<file path="src/include/kgr_pkg.sv">
// Purpose: shared constants and types for the host status / fast gate block
// Assumes: 50 MHz controller clock, host strobes arrive as pins
// Notes:   register images and timing counts live here only
package kgr_pkg;
  localparam logic [7:0] ADDR_DATA    = 8'h60;
  localparam logic [7:0] ADDR_CMD     = 8'h64;
  localparam logic [7:0] ADDR_ALT     = 8'h92;
  localparam int         ADDR_CD_BIT  = 2;
  localparam logic [7:0] STATUS_RESET = 8'h00;
  localparam logic [7:0] STATUS_USER  = 8'hf4;
  localparam logic [7:0] ALT_RESET    = 8'h24;
  localparam logic [7:0] ALT_FIXED    = 8'hfc;
  localparam int         ALT_GATE_BIT = 1;
  localparam int         ALT_RST_BIT  = 0;
  localparam logic [7:0] CMD_GATE     = 8'hd1;
  localparam logic [7:0] CMD_RESET    = 8'hfe;
  localparam logic [7:0] CMD_NULL     = 8'hff;
  localparam int         DATA_GATE    = 1;
  localparam int         DATA_RST     = 0;
  localparam int         CLK_NS       = 20;
  localparam int         RST_MIN_CYC  = 24;
  localparam int         DELAY_NS     = 14000;
  localparam int         WIDTH_NS     = 6000;
  localparam int         DELAY_CYC    = (DELAY_NS + CLK_NS - 1) / CLK_NS;
  localparam int         WIDTH_CYC    = (WIDTH_NS + CLK_NS - 1) / CLK_NS;
  localparam int         CNT_W        = 10;
  localparam int         WR_IDX       = 0;
  localparam int         RD_IDX       = 1;

  typedef struct packed {
    logic [4:0] reserved;
    logic       port_en;
    logic       gate_hw;
    logic       reset_hw;
  } kgr_cfg_t;

  typedef struct packed {
    logic [3:0] user_hi;
    logic       cmd_data;
    logic       user_lo;
    logic       input_buffer_full;
    logic       output_buffer_full;
  } kgr_status_t;

  typedef enum logic {
    SPD_IDLE,
    SPD_WAIT_DATA
  } kgr_speed_t;
endpackage : kgr_pkg

</file>
<file path="src/rtl/kgr_pulse_gen.sv">
// Purpose: delayed active-low reset pulse after a single fire request
// Assumes: i_fire is one cycle, same clock domain
// Notes:   fires while busy are dropped
`timescale 1ns/1ps
module kgr_pulse_gen (
  input  wire logic i_clk,
  input  wire logic i_resetn,
  input  wire logic i_ce,
  input  wire logic i_fire,
  output logic      o_pulse_n,
  output logic      o_busy
);
  localparam logic [kgr_pkg::CNT_W-1:0] DLY =
    kgr_pkg::CNT_W'(kgr_pkg::DELAY_CYC);
  localparam logic [kgr_pkg::CNT_W-1:0] WID =
    kgr_pkg::CNT_W'(kgr_pkg::WIDTH_CYC);

  logic [kgr_pkg::CNT_W-1:0] cnt;
  logic                      low_phase;

  always_ff @(posedge i_clk) begin
    if (!i_resetn) begin
      cnt       <= '0;
      low_phase <= 1'b0;
      o_busy    <= 1'b0;
      o_pulse_n <= 1'b1;
    end else if (i_ce) begin
      if (!o_busy) begin
        if (i_fire) begin
          o_busy <= 1'b1;
          cnt    <= DLY - 1'b1;
        end
      end else if (cnt != '0) begin
        cnt <= cnt - 1'b1;
      end else if (!low_phase) begin
        low_phase <= 1'b1;
        o_pulse_n <= 1'b0;
        cnt       <= WID - 1'b1;
      end else begin
        low_phase <= 1'b0;
        o_pulse_n <= 1'b1;
        o_busy    <= 1'b0;
      end
    end
  end

  ////////////////////////////////////////////////////////////////////////////
  // helper counters: cycles since fire, cycles low
  logic [kgr_pkg::CNT_W-1:0] since_fire;
  logic [kgr_pkg::CNT_W-1:0] low_len;
  always_ff @(posedge i_clk) begin
    if (!i_resetn || !o_busy) begin
      since_fire <= '0;
      low_len    <= '0;
    end else if (i_ce) begin
      since_fire <= since_fire + 1'b1;
      if (!o_pulse_n) begin
        low_len <= low_len + 1'b1;
      end
    end
  end
endmodule : kgr_pulse_gen

</file>
<file path="src/rtl/kgr_host_gate.sv">
// Purpose: host status byte, input/output data, alternate port, fast gate
// Assumes: host address and data stable while the strobe is low
// Notes:   host strobes pass a three-stage synchroniser before use
`timescale 1ns/1ps
//////////////////////////////////////////////////////////////////////////////
// Contract
// - status has output full D0, input full D1, command flag D3, rest user
// - host only reads status; controller reads and writes it
// - host input write copies address bit 2 into the command flag
// - host input write sets input full and the controller interrupt
// - controller read of input data clears input full and interrupt
// - controller write of output data sets output full
// - host read of output data clears output full
// - reset clears status to zero
// - alternate port answers the host only while port enable is set
// - alternate port is 8 bits at 92h, default 24h
// - alternate port bits 7:6,4,3 read 0, bits 5,2 read 1
// - alternate bit 1 drives alternate gate level; reset makes it low
// - writing 1 to bit 0 gives low pulse, 14us delay, 6us wide
// - no new pulse until bit 0 returns to 0; reset clears it
// - config bit 0 selects firmware or hardware reset for command FE
// - enabled alternate pulse ANDed with command pulse, polarity applied
// - gate pin is OR of controller gate and alternate gate bit while port enable is set
// - hardware D1 then data copies bits 1 and 0, input full untouched
// - other command after D1 sets input full and returns to idle
// - config bit 2 port enable, bit 1 gate speed-up, bit 0 reset one
module kgr_host_gate (
  input  wire logic             i_clk,
  input  wire logic             i_resetn,
  input  wire logic             i_ce,
  input  wire logic             i_host_wr_n,
  input  wire logic             i_host_rd_n,
  input  wire logic [7:0]       i_host_addr,
  input  wire logic [7:0]       i_host_wdata,
  output logic      [7:0]       o_host_rdata,
  output logic                  o_host_rdata_oe,
  input  wire logic             i_mc_rd_input,
  input  wire logic             i_mc_wr_output,
  input  wire logic             i_mc_wr_status,
  input  wire logic [7:0]       i_mc_wdata,
  input  wire logic             i_in_full_irq_en,
  output logic      [7:0]       o_micro_data_buffer,
  output kgr_pkg::kgr_status_t  o_status,
  output logic                  o_input_full_interrupt_n,
  input  wire kgr_pkg::kgr_cfg_t i_fast_gate_reset_config,
  input  wire logic             i_gp_polarity,
  input  wire logic             i_controller_address20_gate,
  input  wire logic             i_controller_cpu_reset_n,
  output logic                  o_alternate_gate_bit,
  output logic                  o_alternate_cpu_reset_n,
  output logic                  o_address20_gate_pin,
  output logic                  o_keyboard_cpu_reset_pin
);
  kgr_pkg::kgr_cfg_t cfg;
  assign cfg = i_fast_gate_reset_config;

  ////////////////////////////////////////////////////////////////////////////
  // strobe synchronisers: a change counts once stages 2 and 3 agree
  logic [1:0] strb_pin;
  logic [1:0] sync1;
  logic [1:0] sync2;
  logic [1:0] sync3;
  logic [1:0] strb_lvl;
  logic [1:0] strb_fall;
  logic [1:0] strb_rise;
  assign strb_pin = {i_host_rd_n, i_host_wr_n};

  for (genvar g = 0; g < 2; g++) begin : g_sync
    always_ff @(posedge i_clk) begin
      if (!i_resetn) begin
        sync1[g]    <= 1'b1;
        sync2[g]    <= 1'b1;
        sync3[g]    <= 1'b1;
        strb_lvl[g] <= 1'b1;
      end else if (i_ce) begin
        sync1[g] <= strb_pin[g];
        sync2[g] <= sync1[g];
        sync3[g] <= sync2[g];
        if (sync2[g] == sync3[g]) begin
          strb_lvl[g] <= sync3[g];
        end
      end
    end
    assign strb_fall[g] = i_ce && sync2[g] == sync3[g] &&
                          strb_lvl[g] && !sync3[g];
    assign strb_rise[g] = i_ce && sync2[g] == sync3[g] &&
                          !strb_lvl[g] && sync3[g];
  end

  ////////////////////////////////////////////////////////////////////////////
  // host request decode
  logic host_wr;
  logic wr_data;
  logic wr_cmd;
  logic wr_alt;
  logic alt_live;
  logic [7:0] rd_addr;
  logic rd_data_end;
  kgr_pkg::kgr_speed_t state;
  logic swallow;
  logic to_fw;

  assign host_wr  = strb_fall[kgr_pkg::WR_IDX];
  assign alt_live = cfg.port_en;
  assign wr_data  = host_wr && i_host_addr == kgr_pkg::ADDR_DATA;
  assign wr_cmd   = host_wr && i_host_addr == kgr_pkg::ADDR_CMD;
  assign wr_alt   = host_wr && i_host_addr == kgr_pkg::ADDR_ALT && alt_live;

  always_ff @(posedge i_clk) begin
    if (!i_resetn) begin
      rd_addr <= 8'h00;
    end else if (strb_fall[kgr_pkg::RD_IDX]) begin
      rd_addr <= i_host_addr;
    end
  end
  // clear at the end of the read so the host sees a stable byte
  assign rd_data_end = strb_rise[kgr_pkg::RD_IDX] &&
                       rd_addr == kgr_pkg::ADDR_DATA;

  ////////////////////////////////////////////////////////////////////////////
  // hardware speed-up: D1 plus data, FE, null command FF
  logic gate_latch;
  logic reset_latch;
  logic fe_fire;

  always_comb begin
    swallow = 1'b0;
    if (cfg.gate_hw && state == kgr_pkg::SPD_WAIT_DATA) begin
      swallow = wr_data || (wr_cmd && i_host_wdata == kgr_pkg::CMD_GATE);
    end else if (wr_cmd) begin
      swallow = (cfg.gate_hw && (i_host_wdata == kgr_pkg::CMD_GATE ||
                                 i_host_wdata == kgr_pkg::CMD_NULL)) ||
                (cfg.reset_hw && i_host_wdata == kgr_pkg::CMD_RESET);
    end
  end
  assign to_fw   = (wr_data || wr_cmd) && !swallow;
  assign fe_fire = wr_cmd && swallow && i_host_wdata == kgr_pkg::CMD_RESET;

  always_ff @(posedge i_clk) begin
    if (!i_resetn || (i_ce && !cfg.gate_hw)) begin
      state <= kgr_pkg::SPD_IDLE;
    end else if (i_ce) begin
      case (state)
        kgr_pkg::SPD_IDLE: begin
          if (wr_cmd && i_host_wdata == kgr_pkg::CMD_GATE) begin
            state <= kgr_pkg::SPD_WAIT_DATA;
          end
        end
        kgr_pkg::SPD_WAIT_DATA: begin
          if (wr_data) begin
            state <= kgr_pkg::SPD_IDLE;
          end else if (wr_cmd && i_host_wdata != kgr_pkg::CMD_GATE) begin
            state <= kgr_pkg::SPD_IDLE;
          end
        end
        default: state <= kgr_pkg::SPD_IDLE;
      endcase
    end
  end

  always_ff @(posedge i_clk) begin
    if (!i_resetn) begin
      gate_latch  <= 1'b0;
      reset_latch <= 1'b1;
    end else if (i_ce && state == kgr_pkg::SPD_WAIT_DATA && wr_data) begin
      gate_latch  <= i_host_wdata[kgr_pkg::DATA_GATE];
      reset_latch <= i_host_wdata[kgr_pkg::DATA_RST];
    end
  end

  ////////////////////////////////////////////////////////////////////////////
  // status byte and data buffers; set wins over clear
  logic [7:0] out_data;

  always_ff @(posedge i_clk) begin
    if (!i_resetn) begin
      o_status <= kgr_pkg::STATUS_RESET;
    end else if (i_ce) begin
      if (i_mc_wr_status) begin
        o_status <= (i_mc_wdata & kgr_pkg::STATUS_USER) |
                    (o_status & ~kgr_pkg::STATUS_USER);
      end
      if (rd_data_end) begin
        o_status.output_buffer_full <= 1'b0;
      end
      if (i_mc_wr_output) begin
        o_status.output_buffer_full <= 1'b1;
      end
      if (i_mc_rd_input) begin
        o_status.input_buffer_full <= 1'b0;
      end
      if (to_fw) begin
        o_status.input_buffer_full <= 1'b1;
        o_status.cmd_data <= i_host_addr[kgr_pkg::ADDR_CD_BIT];
      end
    end
  end

  always_ff @(posedge i_clk) begin
    if (!i_resetn) begin
      o_micro_data_buffer <= 8'h00;
      out_data            <= 8'h00;
    end else if (i_ce) begin
      if (to_fw) begin
        o_micro_data_buffer <= i_host_wdata;
      end
      if (i_mc_wr_output) begin
        out_data <= i_mc_wdata;
      end
    end
  end

  // interrupt withdrawn in the same cycle the flag drops
  assign o_input_full_interrupt_n =
    !(o_status.input_buffer_full && i_in_full_irq_en);

  ////////////////////////////////////////////////////////////////////////////
  // alternate port at 92h
  logic       alt_rst_bit;
  logic [7:0] alt_view;
  logic       alt_fire;
  logic       alt_pulse_n;
  logic       fe_pulse_n;

  always_ff @(posedge i_clk) begin
    if (!i_resetn) begin
      o_alternate_gate_bit <= kgr_pkg::ALT_RESET[kgr_pkg::ALT_GATE_BIT];
      alt_rst_bit          <= kgr_pkg::ALT_RESET[kgr_pkg::ALT_RST_BIT];
    end else if (i_ce && wr_alt) begin
      o_alternate_gate_bit <= i_host_wdata[kgr_pkg::ALT_GATE_BIT];
      alt_rst_bit <= i_host_wdata[kgr_pkg::ALT_RST_BIT];
    end
  end

  assign alt_view = (kgr_pkg::ALT_RESET & kgr_pkg::ALT_FIXED) |
                    {6'h00, o_alternate_gate_bit, alt_rst_bit};
  // only a 0 to 1 edge of the bit arms a pulse
  assign alt_fire = wr_alt && i_host_wdata[kgr_pkg::ALT_RST_BIT] &&
                    !alt_rst_bit;

  kgr_pulse_gen u_alt_pulse (
    .i_clk     (i_clk),
    .i_resetn  (i_resetn),
    .i_ce      (i_ce),
    .i_fire    (alt_fire),
    .o_pulse_n (alt_pulse_n),
    .o_busy    ()
  );

  kgr_pulse_gen u_fe_pulse (
    .i_clk     (i_clk),
    .i_resetn  (i_resetn),
    .i_ce      (i_ce),
    .i_fire    (fe_fire),
    .o_pulse_n (fe_pulse_n),
    .o_busy    ()
  );

  ////////////////////////////////////////////////////////////////////////////
  // output merging, registered so pins never glitch
  logic ctl_gate;
  logic ctl_reset_n;
  logic merged_reset_n;
  logic merged_gate;

  assign ctl_gate    = cfg.gate_hw ? gate_latch : i_controller_address20_gate;
  assign ctl_reset_n = cfg.reset_hw ? (fe_pulse_n && reset_latch)
                                    : i_controller_cpu_reset_n;
  assign merged_reset_n = ctl_reset_n &&
                          (!alt_live || alt_pulse_n);
  assign merged_gate = ctl_gate ||
                       (alt_live && o_alternate_gate_bit);

  always_ff @(posedge i_clk) begin
    if (!i_resetn) begin
      o_alternate_cpu_reset_n  <= 1'b1;
      o_keyboard_cpu_reset_pin <= 1'b1;
      o_address20_gate_pin     <= 1'b0;
    end else if (i_ce) begin
      o_alternate_cpu_reset_n  <= alt_pulse_n;
      o_keyboard_cpu_reset_pin <= merged_reset_n ^ i_gp_polarity;
      o_address20_gate_pin     <= merged_gate ^ i_gp_polarity;
    end
  end

  ////////////////////////////////////////////////////////////////////////////
  // host read path
  always_ff @(posedge i_clk) begin
    if (!i_resetn) begin
      o_host_rdata <= 8'h00;
    end else if (i_ce) begin
      case (i_host_addr)
        kgr_pkg::ADDR_DATA: o_host_rdata <= out_data;
        kgr_pkg::ADDR_CMD:  o_host_rdata <= o_status;
        kgr_pkg::ADDR_ALT:  o_host_rdata <= alt_view;
        default:            o_host_rdata <= 8'h00;
      endcase
    end
  end

  assign o_host_rdata_oe = !strb_lvl[kgr_pkg::RD_IDX] &&
    (rd_addr == kgr_pkg::ADDR_DATA || rd_addr == kgr_pkg::ADDR_CMD ||
     (rd_addr == kgr_pkg::ADDR_ALT && alt_live));
endmodule : kgr_host_gate

</file>
<file path="config.mk">
export PLATFORM = sky130hd
export DESIGN_NAME = kgr_host_gate
export DESIGN_NICKNAME = d
export VERILOG_FILES = /design/src/include/kgr_pkg.sv /design/src/rtl/kgr_pulse_gen.sv /design/src/rtl/kgr_host_gate.sv
export SDC_FILE = /design/constraint.sdc
export NUM_CORES = 1
export LEC_CHECK = 0
export BUFFER_PORTS_ARGS = -buffer_cell sky130_fd_sc_hd__buf_2
export CORE_MARGIN = 3
export CORE_UTILIZATION = 40
export DETAILED_ROUTE_END_ITERATION = 16
export GPL_ROUTABILITY_DRIVEN = 0
export PLACE_DENSITY = 0.62
export SKIP_CTS_REPAIR_TIMING = 1
export SYNTH_ARGS = -nofsm -noshare
export SYNTH_HDL_FRONTEND = slang
export SYNTH_SLANG_ARGS = --single-unit
</file>
<file path="constraint.sdc">
create_clock -name i_clk -period 6.15 [get_ports i_clk]
set_input_delay 1.23 -clock i_clk [delete_from_list [all_inputs] [get_ports i_clk]]
set_output_delay 1.23 -clock i_clk [all_outputs]
set_load 0.005 [all_outputs]
</file>
==> results by group <==
Outcome
  • Status: finished clean

Pwr
  • P_leak: 1.80 nW
  • Flop pwr share: 53.7%
  • Max VDD drop: 104 uV
  • Switching power: 0.257 mW
  • Clock power frac: 39.5%
  • Sw frac: 25.4%
  • Pint: 0.755 mW
  • Power density over cell area: 230 nW/um^2
  • Comb pwr share: 6.9%

Route
  • Detail Route Antenna Nets: 0
  • WL/cell: 15.4 um
  • Total number of vias: 3401
  • Pre-antenna DRT Iters: 5
  • Iteration-0 DRC Markers: 172
  • Routed WL: 9420 um
  • DRC errors left: 0
  • Vias/cell: 5.57

GRT
  • Gr ovfl total: 0
  • Gr usage total: 18.9%
  • Vias in the first global route: 3403
  • First-pass GRT wire length: 16000 um
  • Pin count of the biggest net entering global routing: 47
  • Initial antenna violation count: 0

Setup path
  • Slowest stage cell, crit path: or4_1
  • WS Path Type: in2reg
  • Reg2reg start: u_alt_pulse.cnt[0]
  • Critical Path Sink Type: flip-flop
  • CP arrival: 3.55 ns
  • Crit path largest cell delay: 0.58 ns
  • Crit path capture: o_micro_data_buffer[6]
  • Critical Path Source: i_host_addr[0]
  • Critical Path Source Type: primary input
  • Critical path, cell by cell: buf_2 > or4_1 > nor3_4 > and2_1 > nand3_1 > mux2i_1 > nor2_1
  • Crit-path max FO: 10
  • R2r setup slk: 3.64 ns
  • FF-to-FF End: u_alt_pulse.cnt[5]
  • Worst EP required: 6.37 ns
  • Worst-case reg-to-reg path depth: 7

Yosys
  • Netlist Area Pre-Place: 3780 um^2
  • Main combinational cell family by area after synthesis: simple AND/OR/NAND/NOR gates
  • Dominant synthesized flop cell: dfxtp_1
  • Share of synthesized area spent on multiplexers: 10.3%
  • Post-Synth Adder-Cell Area: 0.662%
  • Yosys reg bits: 82
  • Sequential area share after synthesis: 43.4%
  • Post-Synthesis Cells: 436
  • Post-synthesis xor/xnor area fraction: 1.39%
  • Yosys warning count: 0
  • Post-synth ARST share: 0%
  • Syn nets: 482
  • Post-synthesis simple-gate area fraction: 25.2%
  • Syn_area_per_cell: 8.68 um^2
  • Number of enable flip-flop cells after synthesis: 0
  • Yosys cell types: 58
  • Synth Area in Compound Gates: 16.2%

STA
  • RSZ-0062 raised after global routing: false
  • Worst hold slack: 0.457 ns
  • Fin crit period: 3.33 ns
  • Slew Limit Headroom: 47.5%
  • Tcrit/Tclk final: 54.2%
  • Fmax: 300 MHz
  • Worst-margin pin slew: 0.777 ns
  • Setup TNS: 0 ns
  • Final setup vio count: 0
  • Slack of the critical path: 2.82 ns
  • Slew Limit Fails: 0
  • Final hold violations: 0
  • Worst clock skew: 0.00854 ns

Floorplanning
  • CORE AREA: 8930 um^2
  • I/O Pins: 74
  • Total die area: 10700 um^2
  • Core Rows: 34
  • Die height: 103 um
  • Starting Density: 42.3%
  • Die width: 103 um

CTS
  • Clk_lat worst skew: 0.36 ns
  • Clock-pin slew on the worst setup and hold paths: 0.09 ns
  • Root Driver: clkbuf_8
  • Max Buffers Root-to-Sink: 2
  • CTS H-tree lvls: 3
  • CTS tree: done
  • Number of buffers created by CTS: 9
  • Clock sinks: 82

Final layout
  • Sequential Area: 1640 um^2
  • Share of layout cells above drive strength 1: 20.9%
  • Fill cells: 898
  • N_diodes: 0
  • Commonest non-fill, non-tap cell in the layout: dfxtp_1
  • Commonest cells after routing, fill and taps aside: 82 x dfxtp_1, 68 x buf_2, 51 x nand2_1, 45 x nor2_1, 43 x a21oi_1
  • # nets final: 544
  • Multi-input logic area: 2030 um^2
  • Layout area overhead: 16.3%

Placed design
  • Dpl hpwl: 6660 um
  • Pre-CTS setup slack: 2.45 ns
  • I/O Buffers: 68

Worst hold path
  • Hold path start: out_data[6]
  • Hold Crit Class: reg2reg

Flow run
  • Max-cap violation count: 0
==> cell usage after synthesis (2+ instances only) <==
master | instances | area [um^2]
o311a_1 | 2 | 20.0
a31oi_1 | 4 | 25.0
dfxtp_1 | 82 | 1640
o31ai_1 | 3 | 22.5
o41ai_1 | 3 | 26.3
nor2_1 | 45 | 169
nand4_1 | 3 | 18.8
xor2_1 | 2 | 17.5
a21oi_1 | 43 | 215
or4_1 | 5 | 37.5
nand2b_1 | 6 | 37.5
buf_1 | 5 | 18.8
ha_1 | 2 | 25.0
nor4b_1 | 3 | 26.3
and3_1 | 5 | 31.3
a311oi_1 | 4 | 35.0
inv_1 | 5 | 18.8
a211oi_1 | 4 | 30.0
nand4b_1 | 2 | 17.5
o21ai_0 | 16 | 80.1
o2111ai_1 | 2 | 17.5
and2_1 | 4 | 25.0
nand3b_1 | 3 | 22.5
o21a_1 | 2 | 15.0
nor3b_1 | 2 | 15.0
nand3_1 | 26 | 130
xnor2_1 | 4 | 35.0
mux2_2 | 8 | 90.1
mux2i_1 | 30 | 300
nor3_1 | 15 | 75.1
or3_1 | 2 | 12.5
a221oi_1 | 3 | 26.3
nand2_1 | 51 | 191
nor2b_1 | 3 | 18.8
clkbuf_1 | 13 | 48.8
clkinv_1 | 2 | 7.51
==> routing by layer <==
layer / routed length (um) / track usage [%] / up-vias
li1: - / - / 1708
met1: 4450 / 24.6 / 1611
met2: 4440 / 31.0 / 75
met3: 431 / 4.29 / 7
met4: 102 / 6.57 / 0
met5: 0 / 0 / -
==> registers in the layout, summed over array words and instances, names as in the netlist, 2 cells and up <==
register             cells
o_host_rdata             8
o_micro_data_buffer      8
o_status                 8
out_data                 8
rd_addr                  8
strb_lvl                 2
sync1                    2
sync2                    2
sync3                    2
u_alt_pulse.cnt         10
u_fe_pulse.cnt          10
==> how the worst min path moves through the flow <==
stage / to / slack (ns) / depth (start not counted)
after CTS: out_data[7] / 0.46 / 2
after floorplan: u_alt_pulse.cnt[7] / 0.43 / 2
after global placement: out_data[0] / 0.44 / 2
after global routing: out_data[3] / 0.48 / 2
final: out_data[6] / 0.46 / 2
after detailed placement: out_data[7] / 0.45 / 2
==> critical path: cells and delay by family <==
kind                   cells  cell delay, ns
muxes                      1            0.31
buffers and inverters      1            0.12
and+or+nand+nor            5            1.89
==> area by class of cell <==
cell class                 count  share of cell area, %
clock inverter                 7                   1.71
tap                          108                   3.07
sequential                    82                   37.3
inverter                       7                  0.597
timing repair buffer          71                   8.25
clock buffer                   9                   2.82
multi-input combinational    327                   46.2
==> power by group through the flow <==
stage / registers [mW] / logic, mW / clock network [mW]
after floorplan: 0.555 / 0.0372 / 0
after global placement: 0.556 / 0.0695 / 0
after detailed placement: 0.556 / 0.0701 / 0
after CTS: 0.543 / 0.0703 / 0.406
after global routing: 0.545 / 0.0775 / 0.429
final: 0.544 / 0.0696 / 0.400
==> logic make-up (layout without fill, tap and decap cells) <==
group | after synthesis | count (layout)
AO/OA/AOI/OAI | 96 | 96
XOR/XNOR | 6 | 6
adder cells (fa/ha/maj) | 2 | 2
buffers and inverters | 27 | 94
flip-flops | 82 | 82
multiplexers | 38 | 38
AND/OR/NAND/NOR | 185 | 185
==> metrics by stage <==
stage / std cells / total power, mW / util [%] / area, um^2
floorplan: 436 / 0.592 / - / 3780
global placement: 595 / 0.625 / 47.0 / 4200
finish: 611 / 1.01 / 49.2 / 4400
global route: 611 / 1.05 / 49.2 / 4400
CTS: 611 / 1.02 / 49.2 / 4400
detailed placement: 595 / 0.626 / 47.0 / 4200
Note: power is estimated with default switching activity, not from simulation.
